File: config.mk
export PLATFORM = sky130hd
export DESIGN_NAME = mcw_top
export DESIGN_NICKNAME = d
export VERILOG_FILES = /design/src/mcw_tick_div.v /design/src/mcw_top.v
export VERILOG_INCLUDE_DIRS = /design/src /design/src/src
export SDC_FILE = /design/constraint.sdc
export NUM_CORES = 1
export LEC_CHECK = 0
export BUFFER_PORTS_ARGS = -buffer_cell sky130_fd_sc_hd__clkbuf_2
export CORE_MARGIN = 2
export CORE_UTILIZATION = 60
export DETAILED_ROUTE_END_ITERATION = 8
export PLACE_DENSITY = 0.82
export SLEW_MARGIN = 20
export SYNTH_ARGS = -nofsm -noshare
export SYNTH_HDL_FRONTEND = slang
export SYNTH_SLANG_ARGS = --single-unit
File: constraint.sdc
create_clock -name clk_i -period 3.34 [get_ports clk_i]
set_input_delay 0.167 -clock clk_i [delete_from_list [all_inputs] [get_ports clk_i]]
set_output_delay 0.167 -clock clk_i [all_outputs]
set_load 0.01 [all_outputs]
File: src/mcw_defines.vh
/*
 * Register offsets, field positions, reset values and timing counts for the
 * MCU miscellaneous control and watchdog block.
 * Assumes a 40 MHz core clock and an 8-bit register port.
 */
// Notes on behaviour
// - Config bit 5 enables hub overcurrent detection; resets to 0.
// - Config bit 6 low: interrupt line B follows port 3 bit 3.
// - Config bit 6 high: interrupt line B is OR of port 2 inputs.
// - Four 8-bit read/write pull-up registers, one per port 0 to 3.
// - Delay register low nibble sets port 2 delay in ms, resets 0010.
// - Watchdog counts 1 ms ticks in a 5-bit counter.
// - Watchdog does not count before a start-of-frame is seen.
// - 32 ms without a control register access resets the MCU.
// - Firmware kicks within 31 ms; writing 0 no effect; reads 0. Here any read or write of the register restarts the count.
// - Watchdog holds count while idle request is set.
// - Enable bit cleared only by power-up or USB reset.
// - Writing 1 to the enable bit starts the watchdog.
// - Reset cause flag is 0 after reset, set by watchdog timeout.
// - Writing 1 clears reset cause flag; writing 0 leaves it.
`ifndef MCW_DEFINES_VH
`define MCW_DEFINES_VH

`define MCW_ADDR_W            4
`define MCW_OFS_CONFIG        4'h0
`define MCW_OFS_PULLUP0       4'h1
`define MCW_OFS_PULLUP1       4'h2
`define MCW_OFS_PULLUP2       4'h3
`define MCW_OFS_PULLUP3       4'h4
`define MCW_OFS_IRQ_DELAY     4'h5
`define MCW_OFS_DOG           4'h6
`define MCW_OFS_IRQ_STATUS    4'h7
`define MCW_OFS_IRQ_MASK      4'h8

`define MCW_CFG_OVC_BIT       5
`define MCW_CFG_XSEL_BIT      6
`define MCW_DOG_KICK_BIT      0
`define MCW_DOG_FLAG_BIT      6
`define MCW_DOG_EN_BIT        7

`define MCW_RST_CONFIG        8'h00
`define MCW_RST_PULLUP        8'h00
`define MCW_RST_IRQ_DELAY     4'h2
`define MCW_RST_DOG           8'h00

`define MCW_IRQ_TIMEOUT_BIT   0
`define MCW_IRQ_IDLE_BIT      1

`define MCW_CLK_HZ            40000000
`define MCW_TICK_MS           1
`define MCW_TICK_CYC          ((`MCW_CLK_HZ / 1000) * `MCW_TICK_MS)
`define MCW_DOG_TIMEOUT_MS    32
`define MCW_IDLE_WAKE_US      400
`define MCW_IDLE_WAKE_CYC     ((`MCW_CLK_HZ / 1000000) * `MCW_IDLE_WAKE_US)

`endif

File: src/mcw_tick_div.v
/*
 * Divider producing a one-cycle enable pulse every PERIOD clocks.
 * Assumes a free-running clock; run_i low holds the count at zero.
 */
`include "mcw_defines.vh"
module mcw_tick_div #(
    parameter PERIOD = `MCW_TICK_CYC
) (
    input  wire clk_i,
    input  wire rst_b_i,
    input  wire run_i,
    output reg  tick_o
);
    reg [31:0] cnt_r;

    always @(posedge clk_i or negedge rst_b_i) begin
        if (!rst_b_i) begin
            cnt_r  <= 32'h0;
            tick_o <= 1'b0;
        end else if (!run_i) begin
            cnt_r  <= 32'h0;
            tick_o <= 1'b0;
        end else if (cnt_r == PERIOD - 1) begin
            cnt_r  <= 32'h0;
            tick_o <= 1'b1;
        end else begin
            cnt_r  <= cnt_r + 32'h1;
            tick_o <= 1'b0;
        end
    end
endmodule

File: src/mcw_top.v
/*
 * MCU configuration upper bits, port pull-ups, port 2 interrupt delay,
 * watchdog with 1 ms timebase, sticky event status and interrupt.
 * Assumes register strobes and core status on clk_i; pins and
 * start-of-frame/USB reset come asynchronously and are synchronised.
 */
`include "mcw_defines.vh"
module mcw_top #(
    parameter TICK_CYC = `MCW_TICK_CYC,
    parameter WAKE_CYC = `MCW_IDLE_WAKE_CYC
) (
    input  wire                   clk_i,
    input  wire                   rst_b_i,
    input  wire [`MCW_ADDR_W-1:0] addr_i,
    input  wire [7:0]             wdata_i,
    input  wire                   wr_i,
    input  wire                   rd_i,
    output reg  [7:0]             rdata_o,
    input  wire                   sof_i,
    input  wire                   usb_reset_i,
    input  wire                   idle_request_i,
    input  wire                   port3_bit3_pin_i,
    input  wire [7:0]             port2_pins_i,
    output wire                   ext_irq_line_b_o,
    output wire                   idle_clear_o,
    output wire                   overcurrent_detect_enable_o,
    output wire [31:0]            pullup_en_o,
    output wire [3:0]             port2_irq_delay_o,
    output reg                    mcu_reset_o,
    output wire                   irq_o
);
    reg  [1:0] sof_s_r;
    reg  [1:0] usbrst_s_r;
    reg  [1:0] p33_s_r;
    reg  [7:0] p2_s0_r;
    reg  [7:0] p2_s1_r;
    wire       sof_q    = sof_s_r[1];
    wire       usbrst_q = usbrst_s_r[1];

    always @(posedge clk_i or negedge rst_b_i) begin
        if (!rst_b_i) begin
            sof_s_r    <= 2'h0;
            usbrst_s_r <= 2'h0;
            p33_s_r    <= 2'h0;
            p2_s0_r    <= 8'h00;
            p2_s1_r    <= 8'h00;
        end else begin
            sof_s_r    <= {sof_s_r[0], sof_i};
            usbrst_s_r <= {usbrst_s_r[0], usb_reset_i};
            p33_s_r    <= {p33_s_r[0], port3_bit3_pin_i};
            p2_s0_r    <= port2_pins_i;
            p2_s1_r    <= p2_s0_r;
        end
    end

    // Register write strobes and watchdog register read/write access
    wire wr_cfg   = wr_i && (addr_i == `MCW_OFS_CONFIG);
    wire wr_dly   = wr_i && (addr_i == `MCW_OFS_IRQ_DELAY);
    wire wr_dog   = wr_i && (addr_i == `MCW_OFS_DOG);
    wire wr_st    = wr_i && (addr_i == `MCW_OFS_IRQ_STATUS);
    wire wr_msk   = wr_i && (addr_i == `MCW_OFS_IRQ_MASK);
    wire dog_acc  = (wr_i || rd_i) && (addr_i == `MCW_OFS_DOG);
    wire kick     = wr_dog && wdata_i[`MCW_DOG_KICK_BIT];

    reg        ovc_en_r;
    reg        xsel_r;
    reg  [3:0] delay_r;
    reg        dog_en_r;
    reg        dog_flag_r;
    reg  [4:0] dog_cnt_r;
    reg        sof_seen_r;
    reg  [1:0] irq_st_r;
    reg  [1:0] irq_msk_r;
    reg  [7:0] pull_r [0:3];

    assign overcurrent_detect_enable_o = ovc_en_r;
    assign port2_irq_delay_o           = delay_r;
    assign ext_irq_line_b_o = xsel_r ? (|p2_s1_r) : p33_s_r[1];

    genvar g;
    generate
        for (g = 0; g < 4; g = g + 1) begin : g_pull
            wire wr_p = wr_i && (addr_i == `MCW_OFS_PULLUP0 + g);
            always @(posedge clk_i or negedge rst_b_i) begin
                if (!rst_b_i)
                    pull_r[g] <= `MCW_RST_PULLUP;
                else if (usbrst_q)
                    pull_r[g] <= `MCW_RST_PULLUP;
                else if (wr_p)
                    pull_r[g] <= wdata_i;
            end
            assign pullup_en_o[g*8 +: 8] = pull_r[g];
        end
    endgenerate

    always @(posedge clk_i or negedge rst_b_i) begin
        if (!rst_b_i) begin
            ovc_en_r <= 1'b0;
            xsel_r   <= 1'b0;
            delay_r  <= `MCW_RST_IRQ_DELAY;
        end else if (usbrst_q) begin
            ovc_en_r <= 1'b0;
            xsel_r   <= 1'b0;
            delay_r  <= `MCW_RST_IRQ_DELAY;
        end else begin
            if (wr_cfg) begin
                ovc_en_r <= wdata_i[`MCW_CFG_OVC_BIT];
                xsel_r   <= wdata_i[`MCW_CFG_XSEL_BIT];
            end
            if (wr_dly)
                delay_r <= wdata_i[3:0];
        end
    end

    // Watchdog timebase runs only when the dog may count
    wire dog_run = dog_en_r && sof_seen_r && !idle_request_i;
    wire tick;
    mcw_tick_div #(
        .PERIOD (TICK_CYC)
    ) u_tick (
        .clk_i   (clk_i),
        .rst_b_i (rst_b_i),
        .run_i   (dog_run && !dog_acc),
        .tick_o  (tick)
    );

    wire timeout = dog_run && tick && !dog_acc && (dog_cnt_r == 5'h1F);

    always @(posedge clk_i or negedge rst_b_i) begin
        if (!rst_b_i) begin
            dog_en_r    <= 1'b0;
            dog_flag_r  <= 1'b0;
            dog_cnt_r   <= 5'h00;
            sof_seen_r  <= 1'b0;
            mcu_reset_o <= 1'b0;
        end else if (usbrst_q) begin
            dog_en_r    <= 1'b0;
            dog_flag_r  <= 1'b0;
            dog_cnt_r   <= 5'h00;
            sof_seen_r  <= 1'b0;
            mcu_reset_o <= 1'b0;
        end else begin
            mcu_reset_o <= timeout;
            if (sof_q)
                sof_seen_r <= 1'b1;
            if (wr_dog && wdata_i[`MCW_DOG_EN_BIT])
                dog_en_r <= 1'b1;
            if (timeout)
                dog_flag_r <= 1'b1;
            else if (wr_dog && wdata_i[`MCW_DOG_FLAG_BIT])
                dog_flag_r <= 1'b0;
            if (dog_acc || timeout || !dog_en_r)
                dog_cnt_r <= 5'h00;
            else if (dog_run && tick)
                dog_cnt_r <= dog_cnt_r + 5'h01;
        end
    end

    // Idle wake: line B held for the wake time clears idle
    reg [31:0] wake_cnt_r;
    reg        idle_clr_r;
    always @(posedge clk_i or negedge rst_b_i) begin
        if (!rst_b_i) begin
            wake_cnt_r <= 32'h0;
            idle_clr_r <= 1'b0;
        end else if (!(idle_request_i && ext_irq_line_b_o)) begin
            wake_cnt_r <= 32'h0;
            idle_clr_r <= 1'b0;
        end else if (wake_cnt_r == WAKE_CYC - 1) begin
            idle_clr_r <= 1'b1;
        end else begin
            wake_cnt_r <= wake_cnt_r + 32'h1;
        end
    end
    assign idle_clear_o = idle_clr_r;

    // Sticky events; set wins over write-one-to-clear
    wire [1:0] ev = {idle_clr_r, timeout};
    always @(posedge clk_i or negedge rst_b_i) begin
        if (!rst_b_i) begin
            irq_st_r  <= 2'h0;
            irq_msk_r <= 2'h0;
        end else begin
            irq_st_r <= (irq_st_r & ~(wr_st ? wdata_i[1:0] : 2'h0)) | ev;
            if (wr_msk)
                irq_msk_r <= wdata_i[1:0];
        end
    end
    assign irq_o = |(irq_st_r & irq_msk_r);

    // Read data one cycle after the strobe; kick bit always reads 0
    always @(posedge clk_i or negedge rst_b_i) begin
        if (!rst_b_i)
            rdata_o <= 8'h00;
        else if (!rd_i)
            rdata_o <= 8'h00;
        else begin
            case (addr_i)
                `MCW_OFS_CONFIG:     rdata_o <= {1'b0, xsel_r, ovc_en_r, 5'h00};
                `MCW_OFS_PULLUP0:    rdata_o <= pull_r[0];
                `MCW_OFS_PULLUP1:    rdata_o <= pull_r[1];
                `MCW_OFS_PULLUP2:    rdata_o <= pull_r[2];
                `MCW_OFS_PULLUP3:    rdata_o <= pull_r[3];
                `MCW_OFS_IRQ_DELAY:  rdata_o <= {4'h0, delay_r};
                `MCW_OFS_DOG:        rdata_o <= {dog_en_r, dog_flag_r, 6'h00};
                `MCW_OFS_IRQ_STATUS: rdata_o <= {6'h00, irq_st_r};
                `MCW_OFS_IRQ_MASK:   rdata_o <= {6'h00, irq_msk_r};
                default:             rdata_o <= 8'h00;
            endcase
        end
    end
endmodule

==> results summary <==
The fraction of synthesized cell area taken by the top area cell type came out at between 50% and 60%. The sort of element at the start of the critical path is a flip-flop. The flip-flop and latch count after synthesis came out at around 150.

In this run the most critical hold path is launched from idle_request_i. The leftover overflow at the end of global routing came out at 0. In this run the tool buffered the top-level ports with 76 buffer cells. The final antenna diode count came out at 0.

The total placed cells including tap cells came out at 847. The number of nets produced by synthesis came out at slightly below 700. Of all flip-flops after synthesis, the portion carrying an async set or reset was 100%. Internal power comes to 0.00301 W. The maximum number of pins on one net before global-route repair came out at 97. The share of layout cells above drive strength 1 is roughly 18%. The delay contributed by the slowest stage of the critical path is 590 ps.

By count the netlist is led by sky130_fd_sc_hd__dfrtp_1 (146), sky130_fd_sc_hd__nor2_1 (111), sky130_fd_sc_hd__nand2_1 (54). The final critical-path share of the clock period is between 60% and 70%. The number of detailed-route iterations in the first pass came out at 9. The wire-length estimate of the detail-placed layout is around 11 mm. The TritonCTS clock tree is done.

The data required time at the worst endpoint came out at 3730 ps. The global routing stage identified its most utilized layer as met2. Excluding fillers, the count of instances in the completed layout stands at 897.

Among all flip-flop cells after synthesis, the most frequent one is sky130_fd_sc_hd__dfrtp_1. After floorplanning, the core was divided into 38 placement rows. The number of buffers added by the clock tree synthesis step came out at 17. The fraction of power consumed by sequential logic came out at a little under half. The total DRC errors in the routed layout is 0. The initial antenna violation count is 0. The number of routed nets with antenna violations is 0. The cell taking the most area after synthesis is sky130_fd_sc_hd__dfrtp_1. Counting the fill cells in the layout gives around 740. After clock tree synthesis, the clock-pin slew on the worst setup and hold paths is 60 ps. The number of sinks driven by the clock tree is roughly 150. The clock latency on the worst-skew pair is between 500 and 600 ps. The starting density of the core is approximately 61%.

The launching element of the worst setup path is wake_cnt_r[0]. In this run the critical register-to-register path is launched from wake_cnt_r[0]. Dividing the detail-routed via count by the number of cells gives approximately 6.2. Across the VDD grid, the largest voltage drop is about 0.43 mV. Setup repair after global routing left no endpoint under its margin. The tree is rooted in a sky130_fd_sc_hd__clkbuf_8. The maximum clock skew at final layout is 6.89 ps. The number of library cell types mapped by synthesis came out at 51. Among all stages on the critical path, the largest delay is contributed by sky130_fd_sc_hd__nor4b_1.

Net switching is 23.1% of the power. The final-stage net count came out at around 780. The critical path endpoint category is a flip-flop. The total wire length came out at ~17 mm. For this run, global-route usage on met3 was measured as 7.71%.

The fraction of power consumed by the clock network is about half. The hold-fix buffer count after cts is 18. Timing would allow up to roughly 440 MHz. The post-synthesis sequential area ratio came out at a little under three fifths.

The power density normalized to cell area is roughly 490 nW/um^2. The height of the die is approximately 110 um. The slew at the pin with the worst max-slew slack came out at roughly 870 ps.

By instance count, the leading cell after synthesis is sky130_fd_sc_hd__dfrtp_1. The number of pins exceeding their max-slew limit in the final report is 0. The number of buffers and inverters on the critical path came out at 0. For this run, global-route usage on met1 was measured as 40.2%. The largest fanout on the critical path came out at 5. The final total negative setup slack is 0 ps. The number of DRC markers after the initial detailed-route iteration came out at 570.

The top-level I/O count is 77. Traced cell by cell, the critical path runs through ha_1 > nand4_1 > or3_1 > nor4b_1 > xnor2_1 > nor2_1. No sink is reached through more buffers than the 2 on the longest clock path. The overall global routing resource usage is a little under a third. The H-tree depth reported by CTS is 4. The count of endpoints failing hold in the final timing report is 0. The portion of total power attributed to combinational logic is 4.5%. The routed via count is approximately 5.5k. The placeable core region came out at 10,800 um^2. From left edge to right edge, the die measures roughly 110 um. The data arrival time of the worst path came out at 2640 ps. The path class of the tightest hold or removal check is primary input to flip-flop.

The max-capacitance violation count is 0. The post-CTS resize count came out at 0. In this run the power spent charging and discharging nets is just over 0.0009 W. The met2 track utilization from global routing is between 40% and 50%. The analysis attributes to cell leakage a power of approximately 3.5 nW. The worst pin sits at a relative slew slack of roughly 42%. The flow ran to the end, and the final reports show no timing, DRC or antenna violations. The full die area came out at 11,900 um^2. The post-CTS setup buffer count is 0. The smallest clock period supported by the final layout is computed as 2250 ps. The wire length per cell is about 19 um. Counting every instance in the synthesized netlist gives 648. The critical path in this run is classified as flip-flop to flip-flop. The yosys synthesis warning count came out at 0. At the end of routability-driven placement, the weighted congestion stood at about 0.94. The total setup violations reported at the end of the flow came out at 0. The number of global-route vias before repair came out at between 5k and 6k. The area added between synthesis and finish came out at 19.5%. Yosys attributes the largest share of cell area to sky130_fd_sc_hd__dfrtp_1 (55%), sky130_fd_sc_hd__nor2_1 (6.3%), sky130_fd_sc_hd__xor2_1 (5.4%).

Broken down by cell family, the worst path's largest delay share belongs to simple AND/OR/NAND/NOR gates. The number of synthesized flops with an enable pin is 0. The average cell area after synthesis is slightly above 10 um^2. The final standard cell utilization of the core is about three quarters. The area of the mapped netlist is around 6700 um^2. The global-route wire length before repair came out at 27.7 mm.
## metal layers
layer  vias to the layer above  wire [um]
met5                         -          0
met4                         0        430
met3                        44       1330
met2                       278       8340
met1                      2726       6810
li1                       2470          -
## worst register-to-register path, cell delays in order (launching register included)
cell	delay, ps
sky130_fd_sc_hd__dfrtp_1	380
sky130_fd_sc_hd__ha_1	250
sky130_fd_sc_hd__nand4_1	160
sky130_fd_sc_hd__or3_1	440
sky130_fd_sc_hd__nor4b_1	590
sky130_fd_sc_hd__xnor2_1	210
sky130_fd_sc_hd__nor2_1	80
## cell type report
type | instances | area (um^2) | share of cell area, %
Sequential cell | 147 | 3680 | 46.3
Multi-Input combinational cell | 469 | 2840 | 35.7
Timing Repair Buffer | 101 | 632 | 7.95
Clock buffer | 17 | 414 | 5.21
Clock inverter | 15 | 183 | 2.30
Tap cell | 140 | 175 | 2.20
Inverter | 8 | 30.0 | 0.378
## power by group through the flow
stage               combinational [W]  clock (W)  sequential, W
floorplan                   0.0000660          0        0.00186
global route                 0.000192    0.00203        0.00183
CTS                          0.000173    0.00193        0.00183
global placement             0.000150          0        0.00186
detailed placement           0.000154          0        0.00186
finish                       0.000175    0.00191        0.00183
## metrics by stage
stage	hold WS (ps)	area (um^2)	setup WS, ps	total power, W
4_1_cts	6.57	7950	1140	0.00393
6_report	39.2	7950	1090	0.00392
5_1_grt	36.3	7950	1010	0.00405
3_3_place_gp	276	7170	1220	0.00201
2_1_floorplan	-129	6650	1360	0.00192
3_5_place_dp	277	7170	1170	0.00201
## cell usage in the layout, fill, tap and decap left out, types with 6 or more instances in the layout
cell type,Yosys,layout
sky130_fd_sc_hd__clkbuf_16,0,16
sky130_fd_sc_hd__xnor2_1,9,9
sky130_fd_sc_hd__and2_1,6,6
sky130_fd_sc_hd__inv_1,8,8
sky130_fd_sc_hd__xor2_1,41,41
sky130_fd_sc_hd__nor4_1,12,12
sky130_fd_sc_hd__a22o_1,6,6
sky130_fd_sc_hd__nand3_1,50,50
sky130_fd_sc_hd__clkinvlp_4,0,6
sky130_fd_sc_hd__nor2_1,111,111
sky130_fd_sc_hd__nor3_1,7,7
sky130_fd_sc_hd__nand4_1,21,21
sky130_fd_sc_hd__a21oi_1,34,34
sky130_fd_sc_hd__dlygate4sd3_1,0,18
sky130_fd_sc_hd__mux2i_1,25,25
sky130_fd_sc_hd__and3_1,9,9
sky130_fd_sc_hd__nor2b_1,7,7
sky130_fd_sc_hd__clkbuf_2,0,75
sky130_fd_sc_hd__dfrtp_1,146,146
sky130_fd_sc_hd__or3_1,6,6
sky130_fd_sc_hd__buf_4,0,6
sky130_fd_sc_hd__nand2_1,54,54
## kinds of logic (layout without fill, tap and decap cells)
logic type | after synthesis | in the layout | synth area share, %
xor gates and xnor gates | 50 | 50 | 6.58
adders and majority gates | 4 | 4 | 0.752
muxes | 30 | 30 | 4.78
AOI/OAI and AO/OA | 71 | 71 | 6.66
buffers and inverters | 32 | 141 | 2.03
and+or+nand+nor | 314 | 314 | 23.9
DFF | 147 | 147 | 55.3
## sequential cells by signal, indices dropped and copies added, names as in the netlist, 4 cells and up
name / cells
p2_s1_r: 8
rdata_o: 8
wake_cnt_r: 32
u_tick.cnt_r: 32
dog_cnt_r: 5
pullup_en_o: 32
port2_irq_delay_o: 4
p2_s0_r: 8
## final timing paths
path                                        endpoint  slack (ps)  cells past startpoint
worst max-delay path                  wake_cnt_r[30]        1090                      6
worst min-delay path                   u_tick.tick_o          40                      4
worst max register to register        wake_cnt_r[30]        1090                      6
worst min register to register            p33_s_r[1]         350                      0
max in group asynchronous       port2_irq_delay_o[0]        2290                      3
min in group asynchronous                 p2_s1_r[2]         280                      2
(Power assumes the default switching activity.)
